**config.mk**
```make
export PLATFORM = sky130hd
export DESIGN_NAME = tef_timer_flags
export DESIGN_NICKNAME = d
export VERILOG_FILES = /design/src/hw/tef_pkg.sv /design/src/hw/tef_timer_flags.sv
export VERILOG_INCLUDE_DIRS = /design/src /design/src/hw
export SDC_FILE = /design/constraint.sdc
export NUM_CORES = 1
export LEC_CHECK = 0
export BUFFER_PORTS_ARGS = -buffer_cell sky130_fd_sc_hd__buf_2
export CORE_ASPECT_RATIO = 2
export CORE_MARGIN = 1
export CORE_UTILIZATION = 52
export DETAILED_ROUTE_END_ITERATION = 10
export PLACE_DENSITY_LB_ADDON = 0.08
export SYNTH_ARGS = -nofsm -noshare
export SYNTH_HDL_FRONTEND = slang
export SYNTH_SLANG_ARGS = --single-unit
```
**constraint.sdc**
```tcl
create_clock -name CLK -period 2.9 [get_ports CLK]
set_input_delay 0.29 -clock CLK [delete_from_list [all_inputs] [get_ports CLK]]
set_output_delay 0.29 -clock CLK [all_outputs]
set_load 0.01 [all_outputs]
```
**src/hw/tef_defs.svh**
```systemverilog
// register offsets, field positions and reset values for the timer event-flag block
// What this block does
// - trigger flag sets on rising trigger edge, on either edge in gated mode
// - channel match flag on capture/compare event; update flag on update event
// - flag register bits clear by writing one; zero leaves them
// - in capture mode, reading channel value register clears its match flag
// - only unmasked flags reach the interrupt, ORed into one request
// - one interrupt line, enabled by set register, disabled by clear register
// - event on channel with match flag still set sets its missed flag
// - missed register bits clear by writing one; zero leaves them
// - compare reference active high; pin output is reference, optionally inverted
// - internal trigger zero is the other timer's trigger output
// - enabled clock mask is ANDed with other timer's external clock
// - peripheral clock drives timer clock and input filters
// - trigger source selected, then polarity, edge, prescale, filter
// - channel input synchronised, edge detected, prescaled; prescaled loads capture
// - internal clock mode uses the peripheral clock
// - control one: fields at bits 7..0, bits 31..8 read zero
// - direction zero counts up, one counts down in edge-aligned mode
// - reload buffer on: reload writes wait for update event; off: at once
`ifndef TEF_DEFS_SVH
`define TEF_DEFS_SVH
`define TEF_ADR_CTRL1 8'h00
`define TEF_ADR_FLAG 8'h04
`define TEF_ADR_MASK 8'h08
`define TEF_ADR_MISS 8'h0C
`define TEF_ADR_ENSET 8'h10
`define TEF_ADR_ENCLR 8'h14
`define TEF_ADR_OPT 8'h18
`define TEF_ADR_ARR 8'h1C
`define TEF_ADR_CCR0 8'h20
`define TEF_ADR_CHCFG 8'h30
`define TEF_ADR_SMODE 8'h34
`define TEF_BIT_UIF 0
`define TEF_BIT_CC0 1
`define TEF_BIT_TIF 6
`define TEF_BIT_ARBE 7
`define TEF_BIT_DIR 4
`define TEF_BIT_CEN 0
`define TEF_CTRL1_W 8
`define TEF_FLAG_W 7
`define TEF_ARR_RST 16'hFFFF
`endif

```
**src/hw/tef_pkg.sv**
```systemverilog
// types for the timer event-flag block
package tef_pkg;
    typedef logic [31:0] tef_word_t;
    typedef enum logic [1:0] {
        TEF_SM_OFF = 2'b00,
        TEF_SM_TRIGGER = 2'b01,
        TEF_SM_GATED = 2'b10,
        TEF_SM_EXTCLK = 2'b11
    } tef_smode_e;
endpackage : tef_pkg

```
**src/hw/tef_timer_flags.sv**
```systemverilog
// timer event flags, interrupt masking and internal signal routing
//
// The register addresses and the Wishbone register port were left to the implementer.
`timescale 1ns/100ps
`default_nettype none
`include "tef_defs.svh"
module tef_timer_flags #(
    parameter int CH = 4
) (
    input wire logic CLK,
    input wire logic ARST_N,
    input wire logic WB_CYC_I,
    input wire logic WB_STB_I,
    input wire logic WB_WE_I,
    input wire logic [7:0] WB_ADR_I,
    input wire logic [3:0] WB_SEL_I,
    input wire tef_pkg::tef_word_t WB_DAT_I,
    output logic [31:0] WB_DAT_O,
    output logic WB_ACK_O,
    input wire logic UPDATE_EVENT,
    input wire logic [CH-1:0] COMPARE_EVENT,
    input wire logic [CH-1:0] COMPARE_REFERENCE,
    input wire logic [CH-1:0] CHANNEL_PIN_IN,
    input wire logic [3:0] EXTERNAL_TRIGGER_INPUT,
    input wire logic EXTERNAL_CLOCK_MASK_PIN,
    input wire logic OTHER_CLOCK_PIN,
    input wire logic OTHER_TRIGGER_OUTPUT,
    output logic [CH-1:0] CHANNEL_PIN_OUT,
    output logic [CH-1:0] CHANNEL_PIN_OE,
    output logic SLAVE_TRIGGER_INPUT,
    output logic EXT_TRIGGER_FILTERED,
    output logic MASKED_OTHER_CLOCK,
    output logic [7:0] CTRL1_OUT,
    output logic [15:0] AUTO_RELOAD_ACTIVE,
    output logic IRQ
);
    import tef_pkg::*;

    localparam int FW = `TEF_FLAG_W;

    // synchronisers: stage one feeds stage two only
    logic [CH+6:0] s1_ff, s2_ff, s3_ff;
    logic [CH+6:0] nxt_s1, nxt_s2, nxt_s3;

    logic ack_ff, nxt_ack;
    logic [31:0] dat_ff, nxt_dat;
    logic [7:0] ctrl1_ff, nxt_ctrl1;
    logic [FW-1:0] flag_ff, nxt_flag, mask_ff, nxt_mask;
    logic [CH-1:0] miss_ff, nxt_miss;
    logic irq_en_ff, nxt_irq_en;
    logic irq_ff, nxt_irq;
    logic [7:0] opt_ff, nxt_opt;
    logic [15:0] arr_pre_ff, nxt_arr_pre, arr_ff, nxt_arr;
    logic [CH-1:0] capmode_ff, nxt_capmode, pol_ff, nxt_pol;
    logic [1:0] icps_ff, nxt_icps;
    logic [1:0] icps_cnt_ff [CH];
    logic [1:0] nxt_icps_cnt [CH];
    logic [15:0] ccr_ff [CH];
    logic [15:0] nxt_ccr [CH];
    logic [15:0] cnt_ff, nxt_cnt;
    tef_smode_e smode_ff, nxt_smode;
    logic [1:0] etps_cnt_ff, nxt_etps_cnt;
    logic [1:0] etf_cnt_ff, nxt_etf_cnt;
    logic ext_trigger_prescaled_ff, nxt_ext_trigger_prescaled, ext_trigger_filtered_ff, nxt_ext_trigger_filtered;
    logic slave_trigger_input_ff, nxt_slave_trigger_input, mclk_ff, nxt_mclk;
    logic [CH-1:0] pin_out_ff, nxt_pin_out, pin_oe_ff, nxt_pin_oe;

    function automatic logic is_adr(input logic [7:0] a, input logic [7:0] b);
        return a == b;
    endfunction : is_adr

    // plain byte-lane merge for a writable register
    function automatic logic [31:0] merge(input logic [31:0] old, input logic [31:0] d,
                                          input logic [3:0] sel);
        logic [31:0] r;
        r = old;
        for (int i = 0; i < 4; i++) begin
            if (sel[i]) begin
                r[i*8 +: 8] = d[i*8 +: 8];
            end
        end
        return r;
    endfunction : merge

    logic wr, rd;
    logic [31:0] wmask;
    logic [CH-1:0] ch_in, cap_edge, cap_ps, ch_evt;
    logic [3:0] trig_in;
    logic etr_sel, etr_pol, etr_edge, trig_edge;

    always_comb begin
        nxt_s1 = {OTHER_CLOCK_PIN, EXTERNAL_CLOCK_MASK_PIN, EXTERNAL_TRIGGER_INPUT,
                  OTHER_TRIGGER_OUTPUT, CHANNEL_PIN_IN};
        nxt_s2 = s1_ff;
        nxt_s3 = s2_ff;
        ch_in = s2_ff[CH-1:0];
        trig_in = s2_ff[CH+4:CH+1];
        wr = WB_CYC_I && WB_STB_I && WB_WE_I && !ack_ff;
        rd = WB_CYC_I && WB_STB_I && !WB_WE_I && !ack_ff;
        for (int i = 0; i < 4; i++) begin
            wmask[i*8 +: 8] = {8{WB_SEL_I[i]}};
        end
        nxt_ack = WB_CYC_I && WB_STB_I && !ack_ff;
        // trigger source select, polarity, edge, prescale, filter
        etr_sel = trig_in[opt_ff[1:0]];
        etr_pol = etr_sel ^ opt_ff[2];
        etr_edge = etr_pol && !(s3_ff[CH+1+opt_ff[1:0]] ^ opt_ff[2]);
        nxt_etps_cnt = etps_cnt_ff;
        nxt_ext_trigger_prescaled = 1'b0;
        if (etr_edge) begin
            nxt_etps_cnt = (etps_cnt_ff >= opt_ff[4:3]) ? 2'b00 : 2'(etps_cnt_ff + 2'd1);
            nxt_ext_trigger_prescaled = (etps_cnt_ff >= opt_ff[4:3]);
        end
        // filter: pulse passes once filter count of stable cycles seen
        nxt_etf_cnt = ext_trigger_prescaled_ff ? 2'b00 : ((etf_cnt_ff == 2'b11) ? etf_cnt_ff : 2'(etf_cnt_ff + 2'd1));
        nxt_ext_trigger_filtered = ext_trigger_prescaled_ff && (opt_ff[6:5] == 2'b00 || etf_cnt_ff >= opt_ff[6:5]);
        // internal trigger zero is the sibling's trigger output
        nxt_slave_trigger_input = s2_ff[CH] ^ ext_trigger_filtered_ff;
        // clock mask gates sibling clock when enabled
        nxt_mclk = s2_ff[CH+6] & (s2_ff[CH+5] | !opt_ff[7]);
        trig_edge = (smode_ff == TEF_SM_GATED) ? (slave_trigger_input_ff ^ nxt_slave_trigger_input)
                                               : (nxt_slave_trigger_input && !slave_trigger_input_ff);
        // channel capture: synchronised, edge detected, prescaled
        nxt_icps = icps_ff;
        for (int c = 0; c < CH; c++) begin
            cap_edge[c] = (ch_in[c] ^ pol_ff[c]) && !(s3_ff[c] ^ pol_ff[c]);
            nxt_icps_cnt[c] = icps_cnt_ff[c];
            cap_ps[c] = 1'b0;
            if (capmode_ff[c] && cap_edge[c]) begin
                cap_ps[c] = (icps_cnt_ff[c] >= icps_ff);
                nxt_icps_cnt[c] = cap_ps[c] ? 2'b00 : 2'(icps_cnt_ff[c] + 2'd1);
            end
            nxt_ccr[c] = cap_ps[c] ? cnt_ff : ccr_ff[c];
            ch_evt[c] = cap_ps[c] || (!capmode_ff[c] && COMPARE_EVENT[c]);
            nxt_pin_out[c] = COMPARE_REFERENCE[c] ^ pol_ff[c];
            nxt_pin_oe[c] = !capmode_ff[c];
        end
        // count on peripheral clock when enabled
        nxt_cnt = cnt_ff;
        if (ctrl1_ff[`TEF_BIT_CEN]) begin
            nxt_cnt = ctrl1_ff[`TEF_BIT_DIR] ? 16'(cnt_ff - 16'd1) : 16'(cnt_ff + 16'd1);
        end
        nxt_ctrl1 = ctrl1_ff;
        nxt_mask = mask_ff;
        nxt_opt = opt_ff;
        nxt_arr_pre = arr_pre_ff;
        nxt_arr = arr_ff;
        nxt_capmode = capmode_ff;
        nxt_pol = pol_ff;
        nxt_smode = smode_ff;
        nxt_irq_en = irq_en_ff;
        nxt_flag = flag_ff;
        nxt_miss = miss_ff;
        nxt_dat = 32'h0000_0000;
        if (wr) begin
            if (is_adr(WB_ADR_I, `TEF_ADR_CTRL1)) begin
                nxt_ctrl1 = 8'(merge({24'h00_0000, ctrl1_ff}, WB_DAT_I, WB_SEL_I));
            end
            if (is_adr(WB_ADR_I, `TEF_ADR_MASK)) begin
                nxt_mask = FW'(merge({25'h000_0000, mask_ff}, WB_DAT_I, WB_SEL_I));
            end
            if (is_adr(WB_ADR_I, `TEF_ADR_OPT)) begin
                nxt_opt = 8'(merge({24'h00_0000, opt_ff}, WB_DAT_I, WB_SEL_I));
            end
            if (is_adr(WB_ADR_I, `TEF_ADR_ARR)) begin
                nxt_arr_pre = 16'(merge({16'h0000, arr_pre_ff}, WB_DAT_I, WB_SEL_I));
                if (!ctrl1_ff[`TEF_BIT_ARBE]) begin
                    nxt_arr = nxt_arr_pre;
                end
            end
            if (is_adr(WB_ADR_I, `TEF_ADR_CHCFG) && WB_SEL_I[0]) begin
                nxt_capmode = CH'(WB_DAT_I[3:0]);
                nxt_pol = CH'(WB_DAT_I[7:4]);
            end
            if (is_adr(WB_ADR_I, `TEF_ADR_CHCFG) && WB_SEL_I[1]) begin
                nxt_icps = WB_DAT_I[9:8];
            end
            if (is_adr(WB_ADR_I, `TEF_ADR_SMODE) && WB_SEL_I[0]) begin
                nxt_smode = tef_smode_e'(WB_DAT_I[1:0]);
            end
            if (is_adr(WB_ADR_I, `TEF_ADR_ENSET) && WB_DAT_I[0] && WB_SEL_I[0]) begin
                nxt_irq_en = 1'b1;
            end
            if (is_adr(WB_ADR_I, `TEF_ADR_ENCLR) && WB_DAT_I[0] && WB_SEL_I[0]) begin
                nxt_irq_en = 1'b0;
            end
            if (is_adr(WB_ADR_I, `TEF_ADR_FLAG)) begin
                nxt_flag = flag_ff & ~FW'(WB_DAT_I & wmask);
            end
            if (is_adr(WB_ADR_I, `TEF_ADR_MISS)) begin
                nxt_miss = miss_ff & ~CH'(WB_DAT_I & wmask);
            end
        end
        if (ctrl1_ff[`TEF_BIT_ARBE] && UPDATE_EVENT) begin
            nxt_arr = arr_pre_ff;
        end
        if (rd) begin
            case (WB_ADR_I)
                `TEF_ADR_CTRL1: nxt_dat = {24'h00_0000, ctrl1_ff};
                `TEF_ADR_FLAG: nxt_dat = {25'h000_0000, flag_ff};
                `TEF_ADR_MASK: nxt_dat = {25'h000_0000, mask_ff};
                `TEF_ADR_MISS: nxt_dat = {28'h000_0000, 4'(miss_ff)};
                `TEF_ADR_ENSET, `TEF_ADR_ENCLR: nxt_dat = {31'h0000_0000, irq_en_ff};
                `TEF_ADR_OPT: nxt_dat = {24'h00_0000, opt_ff};
                `TEF_ADR_ARR: nxt_dat = {16'h0000, arr_pre_ff};
                `TEF_ADR_CHCFG: nxt_dat = {22'h00_0000, icps_ff, 4'(pol_ff), 4'(capmode_ff)};
                `TEF_ADR_SMODE: nxt_dat = {30'h0000_0000, smode_ff};
                default: nxt_dat = 32'h0000_0000;
            endcase
            for (int c = 0; c < CH; c++) begin
                if (is_adr(WB_ADR_I, 8'(`TEF_ADR_CCR0 + 4 * c))) begin
                    nxt_dat = {16'h0000, ccr_ff[c]};
                    if (capmode_ff[c]) begin
                        nxt_flag[`TEF_BIT_CC0 + c] = 1'b0;
                    end
                end
            end
        end
        // events last so a simultaneous clear loses
        for (int c = 0; c < CH; c++) begin
            if (ch_evt[c]) begin
                if (flag_ff[`TEF_BIT_CC0 + c]) begin
                    nxt_miss[c] = 1'b1;
                end
                nxt_flag[`TEF_BIT_CC0 + c] = 1'b1;
            end
        end
        if (UPDATE_EVENT) begin
            nxt_flag[`TEF_BIT_UIF] = 1'b1;
        end
        if (trig_edge && smode_ff != TEF_SM_OFF) begin
            nxt_flag[`TEF_BIT_TIF] = 1'b1;
        end
        nxt_irq = irq_en_ff && |(nxt_flag & mask_ff);
    end

    always_ff @(posedge CLK or negedge ARST_N) begin
        if (!ARST_N) begin
            s1_ff <= '0;
            s2_ff <= '0;
            s3_ff <= '0;
            ack_ff <= 1'b0;
            dat_ff <= 32'h0000_0000;
            ctrl1_ff <= 8'h00;
            flag_ff <= '0;
            mask_ff <= '0;
            miss_ff <= '0;
            irq_en_ff <= 1'b0;
            irq_ff <= 1'b0;
            opt_ff <= 8'h00;
            arr_pre_ff <= `TEF_ARR_RST;
            arr_ff <= `TEF_ARR_RST;
            capmode_ff <= '0;
            pol_ff <= '0;
            icps_ff <= 2'b00;
            cnt_ff <= 16'h0000;
            smode_ff <= TEF_SM_OFF;
            etps_cnt_ff <= 2'b00;
            etf_cnt_ff <= 2'b00;
            ext_trigger_prescaled_ff <= 1'b0;
            ext_trigger_filtered_ff <= 1'b0;
            slave_trigger_input_ff <= 1'b0;
            mclk_ff <= 1'b0;
            pin_out_ff <= '0;
            pin_oe_ff <= '0;
            for (int c = 0; c < CH; c++) begin
                icps_cnt_ff[c] <= 2'b00;
                ccr_ff[c] <= 16'h0000;
            end
        end else begin
            s1_ff <= nxt_s1;
            s2_ff <= nxt_s2;
            s3_ff <= nxt_s3;
            ack_ff <= nxt_ack;
            dat_ff <= nxt_dat;
            ctrl1_ff <= nxt_ctrl1;
            flag_ff <= nxt_flag;
            mask_ff <= nxt_mask;
            miss_ff <= nxt_miss;
            irq_en_ff <= nxt_irq_en;
            irq_ff <= nxt_irq;
            opt_ff <= nxt_opt;
            arr_pre_ff <= nxt_arr_pre;
            arr_ff <= nxt_arr;
            capmode_ff <= nxt_capmode;
            pol_ff <= nxt_pol;
            icps_ff <= nxt_icps;
            cnt_ff <= nxt_cnt;
            smode_ff <= nxt_smode;
            etps_cnt_ff <= nxt_etps_cnt;
            etf_cnt_ff <= nxt_etf_cnt;
            ext_trigger_prescaled_ff <= nxt_ext_trigger_prescaled;
            ext_trigger_filtered_ff <= nxt_ext_trigger_filtered;
            slave_trigger_input_ff <= nxt_slave_trigger_input;
            mclk_ff <= nxt_mclk;
            pin_out_ff <= nxt_pin_out;
            pin_oe_ff <= nxt_pin_oe;
            for (int c = 0; c < CH; c++) begin
                icps_cnt_ff[c] <= nxt_icps_cnt[c];
                ccr_ff[c] <= nxt_ccr[c];
            end
        end
    end

    assign WB_ACK_O = ack_ff;
    assign WB_DAT_O = dat_ff;
    assign IRQ = irq_ff;
    assign CHANNEL_PIN_OUT = pin_out_ff;
    assign CHANNEL_PIN_OE = pin_oe_ff;
    assign SLAVE_TRIGGER_INPUT = slave_trigger_input_ff;
    assign EXT_TRIGGER_FILTERED = ext_trigger_filtered_ff;
    assign MASKED_OTHER_CLOCK = mclk_ff;
    assign CTRL1_OUT = ctrl1_ff;
    assign AUTO_RELOAD_ACTIVE = arr_ff;
endmodule : tef_timer_flags
`default_nettype wire

```
==> results of run 1 <==
cell families (layout without fill, tap and decap cells):
logic type / after synthesis / count (layout) / synth area share
compound gates: 211 / 211 / 0.1359
xor+xnor: 14 / 14 / 0.01120
fa+ha+maj: 30 / 30 / 0.03497
buf+inv: 107 / 245 / 0.04605
flops: 234 / 234 / 0.5385
mux: 132 / 132 / 0.1378
other cells: 1 / 16 / 0.0003425
simple gates: 186 / 186 / 0.09530
final cells by class:
cell class	instances	share of cell area
sequential	234	0.4612
multi-input combinational	589	0.3603
timing repair buffer	153	0.07615
clock buffer	32	0.05315
tap	266	0.02604
inverter	52	0.01527
clock inverter	8	0.007928
per-stage QoR:
| stage | hold slack [ns] | area, um2 | instances |
|---|---|---|---|
| 3_5_place_dp | 0.3347 | 11810 | 1275 |
| 5_1_grt | 0.01593 | 12780 | 1334 |
| 2_1_floorplan | -0.005591 | 11010 | 930 |
| 3_3_place_gp | 0.3336 | 11810 | 1275 |
| 6_report | 0.01959 | 12780 | 1334 |
| 4_1_cts | 0.001220 | 12780 | 1334 |
critical path, delay by kind of cell (launching register included):
kind | cells | cell delay [ns]
flops | 1 | 0.48
simple gates | 1 | 0.18
buf+inv | 1 | 0.16
compound gates | 5 | 1.20
fa+ha+maj | 1 | 0.46
repair_timing:
item,in CTS,in global routing
hold endpoints to repair,107,0
resized for setup,0,0
hold buffers,19,0
sequential cells by signal (all words and copies together) (netlist names), 2 cells and up:
register / flops
ccr_ff: 64
AUTO_RELOAD_ACTIVE: 16
WB_DAT_O: 16
arr_pre_ff: 16
cnt_ff: 16
nxt_s2: 11
nxt_s3: 11
s3_ff: 11
CTRL1_OUT: 8
icps_cnt_ff: 8
opt_ff: 8
flag_ff: 7
mask_ff: 7
CHANNEL_PIN_OE: 4
CHANNEL_PIN_OUT: 4
capmode_ff: 4
miss_ff: 4
pol_ff: 4
etf_cnt_ff: 2
etps_cnt_ff: 2
icps_ff: 2
smode_ff: 2
layout by cell type, fill, tap and decap left out, types with 6 or more instances in the layout:
master	instances
dfrtp_1	202
mux2_2	120
buf_2	102
inv_1	52
o21ai_0	46
nand2_1	44
a21oi_1	36
nor2_1	36
dfstp_2	32
ha_1	29
buf_4	29
a22oi_1	25
a222oi_1	25
clkbuf_16	23
dlygate4sd3_1	19
nand3_1	17
conb_1	16
a22o_1	14
nand2b_1	12
nor2b_1	9
mux2i_1	9
xor2_1	8
a21o_1	7
nor3_1	7
clkbuf_8	7
xnor2_1	6
path summary, 6_finish.rpt:
check / endpoint / slack [ns] / depth (start not counted)
max reg2reg: cnt_ff[12] / 0.31 / 8
max in group asynchronous: AUTO_RELOAD_ACTIVE[12] / 1.67 / 3
max: cnt_ff[12] / 0.31 / 8
min reg2reg: nxt_s3[0] / 0.35 / 0
min in group asynchronous: CHANNEL_PIN_OUT[0] / 0.38 / 2
min: AUTO_RELOAD_ACTIVE[15] / 0.02 / 3
power by group through the flow:
| stage | Combinational [mW] | Clock, mW | Sequential, mW |
|---|---|---|---|
| after floorplan | 0.178 | 0 | 3.42 |
| after global placement | 0.340 | 0 | 3.44 |
| after detailed placement | 0.350 | 0 | 3.44 |
| after CTS | 0.372 | 3.14 | 3.38 |
| after global routing | 0.411 | 3.26 | 3.39 |
| final | 0.367 | 3.07 | 3.38 |
layer usage:
layer,global-route usage,vias up,part of all wire
met1,0.3024,3971,0.36
met3,0.02857,75,0.036
li1,-,3609,-
met2,0.5140,220,0.54
met5,0,-,0.00034
met4,0.1622,2,0.061
==> results.md, run 1 <==
* Outcome: finished clean
* Syn Area/Cell at 11.97 um2
* RSZ-0062 raised after global routing: false
* Die Height at about 210 um
* CTS Buf Count at 23
* Min-delay src: WB_DAT_I[15]
* Fin util at 0.6219
* # port buffers at between 100 and 150
* Synthesis-to-layout area growth at 16.75%
* Final setup margin at 0.3133 ns
* Worst slew pin tran at around 0.75 ns
* Max Fclk at between 0.3 and 0.4 GHz
* CTS tree: yes
* CTS H-Tree Depth at 1
* Area share of the largest cell type after synthesis at 0.4617
* Drt pass-1 iters at 6
* Commonest cells in the synthesized netlist: 202 x dfrtp_1, 120 x mux2_2, 52 x inv_1, 46 x o21ai_0, 44 x nand2_1
* Crit path from: CTRL1_OUT[4]
* Fin Clk Skew at roughly 0.016 ns
* Initial antenna violation count at 1
* Distinct cells, synth at 79
* Global route total overflow at 0
* Antenna cells at 0
* Static leakage at ~6 nW
* I/O pin cnt at around 140
* Combinational Power Share at 0.054
* Cell count after synthesis at ~920
* DR vias/cell at 5.905
* Largest net degree at the start of global routing at 95
* Final Power at between 6 and 7 mW
* Worst-skew pair later-pin latency at 0.52 ns
* Switching power at between 1.5 and 2 mW
* Multi-input gate area at around 0.0046 mm2
* Setup crit start kind: flip-flop
* Sw Ratio at 0.2250
* Async SR Flop Fraction at 1.000
* Drt wl/cell at about 22 um
* Antenna viol nets, final at 0
* CP dominant cell by count: o21ai_0
* Nets@finish at 1,152
* Clock-pin slew on the worst setup and hold paths at roughly 0.060 ns
* Number of synthesized flops with an enable pin at 0
* First-pass GRT wire length at roughly 46 mm
* Max cap viols at 0
* Top-count cell post-synth: dfrtp_1
* Max stage delay on crit path at 0.48 ns
* Seq. cell area at 0.005896 mm2
* Setup crit end kind: flip-flop
* Clock Power Share at 0.451
* Worst min-delay path class: primary input to flip-flop
* Via Count at just under 8,000
* GRT Total Usage at 0.2777
* Largest area contributor in the netlist: dfrtp_1
* CTS root buffer: clkbuf_16
* CP max FO at 8
* Die width at between 100 and 150 um
* Core area at about 0.021 mm2
* WP data required at between 3 and 4 ns
* Setup slack after placement at about 0.32 ns
* Routability congestion estimate at a little under 1
* Int Pwr at roughly 5.3 mW
* Sequential Power Share at 0.496
* Fin crit period at ~2.6 ns
* Synth Flop Type: dfrtp_1
* Crit Reg-Reg Startpoint: CTRL1_OUT[4]
* Clk sinks at between 200 and 250
* Power density over the cells at ~530 mW/mm2
* Period utilization at 0.8920
* Seq/Total Area, Yosys at 0.5385
* Relative slew margins at 0.4917
* Yosys warns at 0
* Main area contributors after synthesis: dfrtp_1 46%, mux2_2 12%, dfstp_2 7.7%
* Dpl hpwl at between 20 and 25 mm
* Post-CTS setup buffers at 0
* Final setup violation count at 0
* Core Rows at between 70 and 80
* Share of layout cells above drive strength 1 at 0.3193
* Number of global-route vias before repair at 8,125
* Critical path class: flip-flop to flip-flop
* Drt initial violations at a little under 400
* DRC Markers at 0
* Final wirelength at 29.17 mm
* Hold Fails Final Rpt at 0
* Area of the die at 0.02168 mm2
* Max-slew violations at 0
* Worst path slowest cell: dfrtp_1
* Layout fillers at about 1,800
* Peak supply drop at between 0.5 and 0.6 mV
* Arrival @ worst endpoint at 2.99 ns
* Setup_tns at 0 ns
* Initial core utilization at 0.5327
* FF+latch count, synth at ~230
* Clock Tree Buf Depth at 3
* Cell Chain, Critical Path: inv_1 -> fa_1 -> nand2b_1 -> a211oi_1 -> o21ai_0 -> a31oi_1 -> o21ai_0 -> a31o_2
* Post-Syn Area at roughly 0.011 mm2
No activity file was read; power rests on OpenSTA's default activity.
==> run 2, diff against run 1 <==
ABC_CLOCK_PERIOD_IN_PS = 2600   (was not set)
clock period = 2.6 ns   (was 2.9 ns; I/O delays follow)
==> results.md, run 2 (same netlist as run 1, synthesis figures left out) <==
* Drt wl/cell at 21.63 um (was 21.87 um)
* Setup crit start kind: flip-flop (unchanged)
* Share of layout cells above drive strength 1 at 0.3250 (was 0.3193)
* Antenna viol nets, final at 0 (unchanged)
* Static leakage at 6.151 nW (was 6.091 nW)
* Max Fclk at 0.4139 GHz (was 0.3866 GHz)
* CTS H-Tree Depth at 1 (unchanged)
* Clock-pin slew on the worst setup and hold paths at 0.07 ns (was 0.06 ns)
* Dpl hpwl at 21.40 mm (was 21.06 mm)
* Most common cell after layout, fill and taps aside: dfrtp_1 (unchanged)
* CTS root buffer: clkbuf_16 (unchanged)
* Hold Fails Final Rpt at 0 (unchanged)
* Nets@finish at 1,167 (was 1,152)
* CP max FO at 12 (was 8)
* CTS tree: yes (unchanged)
* Dpl cells at 1,286 (was 1,275)
* Fin cells at 1,349 (was 1,334)
* Fin crit period at 2.416 ns (was 2.587 ns)
* Fin Clk Skew at 0.01363 ns (was 0.01568 ns)
* Area of the die at 0.02168 mm2 (unchanged)
* Drt initial violations at 390 (unchanged)
* RSZ-0062 raised after global routing: false (unchanged)
* Initial core utilization at 0.5327 (unchanged)
* Highest Signal Layer: met5 (unchanged)
* Setup_tns at 0 ns (unchanged)
* Fin util at 0.6273 (was 0.6219)
* Worst Reg-to-Reg Cells at 8 (unchanged)
* Setup crit end kind: flip-flop (unchanged)
* CTS Buf Count at 22 (was 23)
* Routability congestion estimate at 0.9334 (was 0.9761)
* Max cap viols at 0 (unchanged)
* Setup slack after placement at 0.07259 ns (was 0.3198 ns)
* Number of global-route vias before repair at 8,072 (was 8,125)
* Power density over the cells at 576.6 mW/mm2 (was 533.4 mW/mm2)
* First-pass GRT wire length at 45.70 mm (was 45.97 mm)
* Synthesis-to-layout area growth at 17.77% (was 16.75%)
* Critical path class: flip-flop to flip-flop (unchanged)
* Period utilization at 0.9294 (was 0.8920)
* Max FFs per register at 64 (unchanged)
* WP data required at 2.98 ns (was 3.30 ns)
* Top reg by flops: ccr_ff (unchanged)
* Global route total overflow at 0 (unchanged)
* Die Height at 207.2 um (unchanged)
* Worst slew pin tran at 0.7203 ns (was 0.7519 ns)
* Die width at 104.6 um (unchanged)
* Met3 routed WL at 1.061 mm (was 1.047 mm)
* Max-slew violations at 0 (unchanged)
* I/O pin cnt at 138 (unchanged)
* Most frequent cells in the layout: 202 x dfrtp_1, 120 x mux2_2, 102 x buf_2 (unchanged)
* Post-CTS setup buffers at 0 (unchanged)
* Worst-skew pair later-pin latency at 0.52 ns (about the same)
* Arrival @ worst endpoint at 2.80 ns (was 2.99 ns)
* Final setup violation count at 0 (unchanged)
* Clk sinks at 234 (unchanged)
* Hold path depth at 3 (unchanged)
* Peak supply drop at 0.7466 mV (was 0.5699 mV)
* Final setup margin at 0.1837 ns (was 0.3133 ns)
* Initial antenna violation count at 1 (unchanged)
* Clock Tree Buf Depth at 3 (unchanged)
* Worst min-delay path class: primary input to flip-flop (unchanged)
* Largest net degree at the start of global routing at 65 (was 95)
* Detailed-routing wirelength on met1 at 10.36 mm (was 10.46 mm)
* Antenna cells at 0 (unchanged)
* Relative slew margins at 0.5198 (was 0.4917)
* GRT Total Usage at 0.2764 (was 0.2777)
* DR vias/cell at 5.850 (was 5.905)
* # port buffers at 103 (unchanged)
* Drt pass-1 iters at 5 (was 6)
* Core area at 0.02055 mm2 (unchanged)
* Core Rows at 74 (unchanged)
* Outcome: finished clean (unchanged)
* Metal2 WL at 15.82 mm (was 15.88 mm)
* Final wirelength at 29.19 mm (was 29.17 mm)
* Via Count at 7,892 (was 7,877)
* DRC Markers at 0 (unchanged)
-- run 2: cell types whose count changed in the layout (fill, tap and decap cells not counted), moves of 2 or more --
cell	before	now
buf_12	2	4
buf_4	29	38
clkbuf_1	2	4
clkbuf_8	7	2
clkinv_2	1	5
dlygate4sd3_1	19	24
inv_6	2	0
-- run 2: routing by layer --
metal  track usage  vias to the layer above
li1              -                     3633
met1        0.2997                     3960
met2        0.5081                      214
met3       0.02983                       83
met4        0.1700                        2
met5             0                        -
-- run 2: timing repair --
item                                    4_1_cts  5_1_grt
endpoints found under the hold margin        87        0
resized for setup                             0        4
endpoints found under the setup margin        0        2
hold buffers                                 24        0
-- run 2: critical path, stage by stage (launching register included) --
cell      delay, ns
dfrtp_1        0.43
buf_4          0.22
ha_1           0.32
a211oi_1       0.37
o21bai_1       0.12
a21oi_1        0.24
o21bai_1       0.15
a21boi_0       0.30
o21ai_0        0.13
-- run 2: worst paths after layout --
check / start / endpoint / slack (ns)
min in group asynchronous: ARST_N / CHANNEL_PIN_OUT[0] / 0.30
max in group asynchronous: ARST_N / AUTO_RELOAD_ACTIVE[14] / 1.52
worst min register to register: nxt_s2[0] / nxt_s3[0] / 0.35
worst min-delay path: WB_DAT_I[9] / AUTO_RELOAD_ACTIVE[9] / 0.01
worst max-delay path: CTRL1_OUT[4] / cnt_ff[9] / 0.18
worst max register to register: CTRL1_OUT[4] / cnt_ff[9] / 0.18
-- run 2: layout make-up --
cell class	instances	area, um2
multi-input combinational	589	4618
timing repair buffer	169	1131
clock buffer	29	618.1
tap	266	332.8
fill	1690	7660
clock inverter	10	103.9
sequential	234	5896
inverter	52	195.2
-- run 2: through the flow --
| step | power, mW | area, um2 | hold slack, ns |
|---|---|---|---|
| finish | 7.435 | 12890 | 0.01352 |
| global route | 7.703 | 12890 | 0.01386 |
| CTS | 7.520 | 12880 | 0.005289 |
| detailed placement | 4.232 | 11920 | 0.2609 |
| global placement | 4.222 | 11920 | 0.2618 |
| floorplan | 4.017 | 11010 | -0.03559 |
-- run 2: power breakdown --
group,internal [mW],switching (mW),total [mW]
clock network,1.87,1.37,3.24
registers,3.72,0.0478,3.76
logic,0.167,0.262,0.429
==> run 3, diff against run 2 <==
PLACE_DENSITY = 0.73   (was not set)
PLACE_DENSITY_LB_ADDON = not set   (was 0.08)
==> results.md, run 3 (same netlist as run 1, synthesis figures left out) <==
* Layout fillers at 1,656 (was 1,690)
* Hold Fails Final Rpt at 0 (unchanged)
* Grt peak-use layer: met2 (unchanged)
* DR vias/cell at 6.001 (was 5.850)
* Dpl cells at 1,284 (was 1,286)
* Most frequent cells in the layout: 202 x dfrtp_1, 120 x mux2_2, 102 x buf_2 (unchanged)
* Worst slew pin tran at 0.7433 ns (was 0.7203 ns)
* # port buffers at 103 (unchanged)
* Power density over the cells at 589.4 mW/mm2 (was 576.6 mW/mm2)
* Most common cell after layout, fill and taps aside: dfrtp_1 (unchanged)
* Final wirelength at 29.17 mm (was 29.19 mm)
* CP max FO at 7 (was 12)
* Global route total overflow at 0 (unchanged)
* RSZ-0062 raised after global routing: false (unchanged)
* DRC Markers at 0 (unchanged)
* Outcome: finished clean (unchanged)
* Fin Clk Skew at 0.02285 ns (was 0.01363 ns)
* CTS Buf Count at 21 (was 22)
* Clk sinks at 234 (unchanged)
* Setup crit end kind: flip-flop (unchanged)
* GRT Total Usage at 0.2772 (was 0.2764)
* Die width at 104.6 um (unchanged)
* Nets@finish at 1,164 (was 1,167)
* Met1 Use GR at 0.2902 (was 0.2997)
* Core area at 0.02055 mm2 (unchanged)
* Setup crit start kind: flip-flop (unchanged)
* Worst path slowest cell: dfrtp_1 (unchanged)
* Cell Chain, Critical Path: buf_4 -> ha_1 -> a211oi_1 -> o21ai_0 -> a21oi_1 -> o21bai_1 -> a211o_1 -> nand3_1 (was buf_4 -> ha_1 -> a211oi_1 -> o21bai_1 -> a21oi_1 -> o21bai_1 -> a21boi_0 -> o21ai_0)
* Initial core utilization at 0.5327 (unchanged)
* I/O pin cnt at 138 (unchanged)
* Area of the die at 0.02168 mm2 (unchanged)
* Fin cells at 1,346 (was 1,349)
* WP data required at 3.05 ns (was 2.98 ns)
* Static leakage at 6.153 nW (was 6.151 nW)
* Clock Tree Buf Depth at 3 (unchanged)
* Dpl hpwl at 21.44 mm (was 21.40 mm)
* Worst-skew pair later-pin latency at 0.52 ns (about the same)
* Met3 Use GR at 0.03014 (was 0.02983)
* Drt wl/cell at 21.67 um (was 21.63 um)
* Routability congestion estimate at 0.9762 (was 0.9334)
* Initial antenna violation count at 0 (was 1)
* Drt initial violations at 411 (was 390)
* Antenna viol nets, final at 0 (unchanged)
* Reg-to-reg setup timing slack at 0.19 ns (was 0.18 ns)
* First-pass GRT wire length at 46.06 mm (was 45.70 mm)
* Relative slew margins at 0.4975 (was 0.5198)
* Clock-pin slew on the worst setup and hold paths at 0.07 ns (about the same)
* Antenna cells at 0 (unchanged)
* Max Fclk at 0.4152 GHz (was 0.4139 GHz)
* Max cap viols at 0 (unchanged)
* Final setup margin at 0.1915 ns (was 0.1837 ns)
* Period utilization at 0.9264 (was 0.9294)
* GR Layer Usage met2 at 0.5154 (was 0.5081)
* Fin crit period at 2.409 ns (was 2.416 ns)
* Setup_tns at 0 ns (unchanged)
* Drt pass-1 iters at 6 (was 5)
* Core Rows at 74 (unchanged)
* CTS tree: yes (unchanged)
* Final setup violation count at 0 (unchanged)
* CTS H-Tree Depth at 1 (unchanged)
* Largest net degree at the start of global routing at 81 (was 65)
* CTS root buffer: clkbuf_16 (unchanged)
* Critical path class: flip-flop to flip-flop (unchanged)
* Share of layout cells above drive strength 1 at 0.3250 (about the same)
* Max FFs per register at 64 (unchanged)
* Top reg by flops: ccr_ff (unchanged)
* Number of global-route vias before repair at 8,386 (was 8,072)
* Setup slack after placement at 0.1999 ns (was 0.07259 ns)
* Via Count at 8,078 (was 7,892)
* Die Height at 207.2 um (unchanged)
* Max stage delay on crit path at 0.44 ns (was 0.43 ns)
* Synthesis-to-layout area growth at 17.80% (was 17.77%)
* Max-slew violations at 0 (unchanged)
* Arrival @ worst endpoint at 2.86 ns (was 2.80 ns)
* Peak supply drop at 0.4797 mV (was 0.7466 mV)
* Worst min-delay path class: primary input to flip-flop (unchanged)
## run 3: cell types whose count changed in the layout (fill, tap and decap cells not counted), sizes merged
cell	delta
buf	-2
inv	+1
bufinv	+2
clkbuf	-3
clkinv	-1
## run 3: worst paths after layout
path / startpoint / to / cells after the start
max in group asynchronous: ARST_N / arr_pre_ff[12] / 3
worst min-delay path: WB_DAT_I[8] / icps_ff[0] / 2
worst max register to register: CTRL1_OUT[4] / cnt_ff[13] / 8
worst min register to register: nxt_s2[2] / nxt_s3[2] / 0
worst max-delay path: CTRL1_OUT[4] / cnt_ff[13] / 8
min in group asynchronous: ARST_N / WB_DAT_O[1] / 2
## run 3: per-layer routing
metal,vias to the layer above,part of all wire
li1,3636,-
met1,4072,0.34
met2,271,0.55
met3,99,0.039
met4,0,0.066
met5,-,0
## run 3: repair_timing
| item | in CTS | in global routing |
|---|---|---|
| buffers inserted | 0 | 0 |
| hold buffers | 24 | 0 |
| resized for setup | 0 | 1 |
| setup endpoints to repair | 0 | 1 |
| endpoints found under the hold margin | 103 | 0 |
## run 3: final cells by class
type,count,area [um2],area share
tap,266,332.8,0.02580
timing repair buffer,167,1104,0.08556
clock buffer,26,584.3,0.04530
inverter,52,195.2,0.01513
sequential,234,5896,0.4571
multi-input combinational,589,4611,0.3575
clock inverter,12,176.4,0.01368
## run 3: stage by stage
step | instance area [um2] | hold WS, ns | utilization | total power [mW]
CTS | 12890 | 0.01049 | 0.6273 | 7.663
global route | 12900 | 0.02126 | 0.6275 | 7.854
finish | 12900 | 0.02661 | 0.6275 | 7.602
global placement | 11890 | 0.2858 | 0.5786 | 4.217
floorplan | 11010 | -0.03559 | - | 4.017
detailed placement | 11890 | 0.2873 | 0.5786 | 4.234
## run 3: power breakdown
part	total [mW]	leakage, nW	internal, mW	switching (mW)
clock network	3.41	0.370	2.01	1.40
registers	3.76	2.98	3.71	0.0462
logic	0.433	2.81	0.167	0.266
total	7.60	6.15	5.89	1.71
## run 3: worst max-delay path, delay by kind of cell (launching register included)
family | cells | cell delay, ns
AO/OA/AOI/OAI | 5 | 1.35
flip-flops | 1 | 0.44
adder cells (fa/ha/maj) | 1 | 0.31
buffers and inverters | 1 | 0.19
AND/OR/NAND/NOR | 1 | 0.06
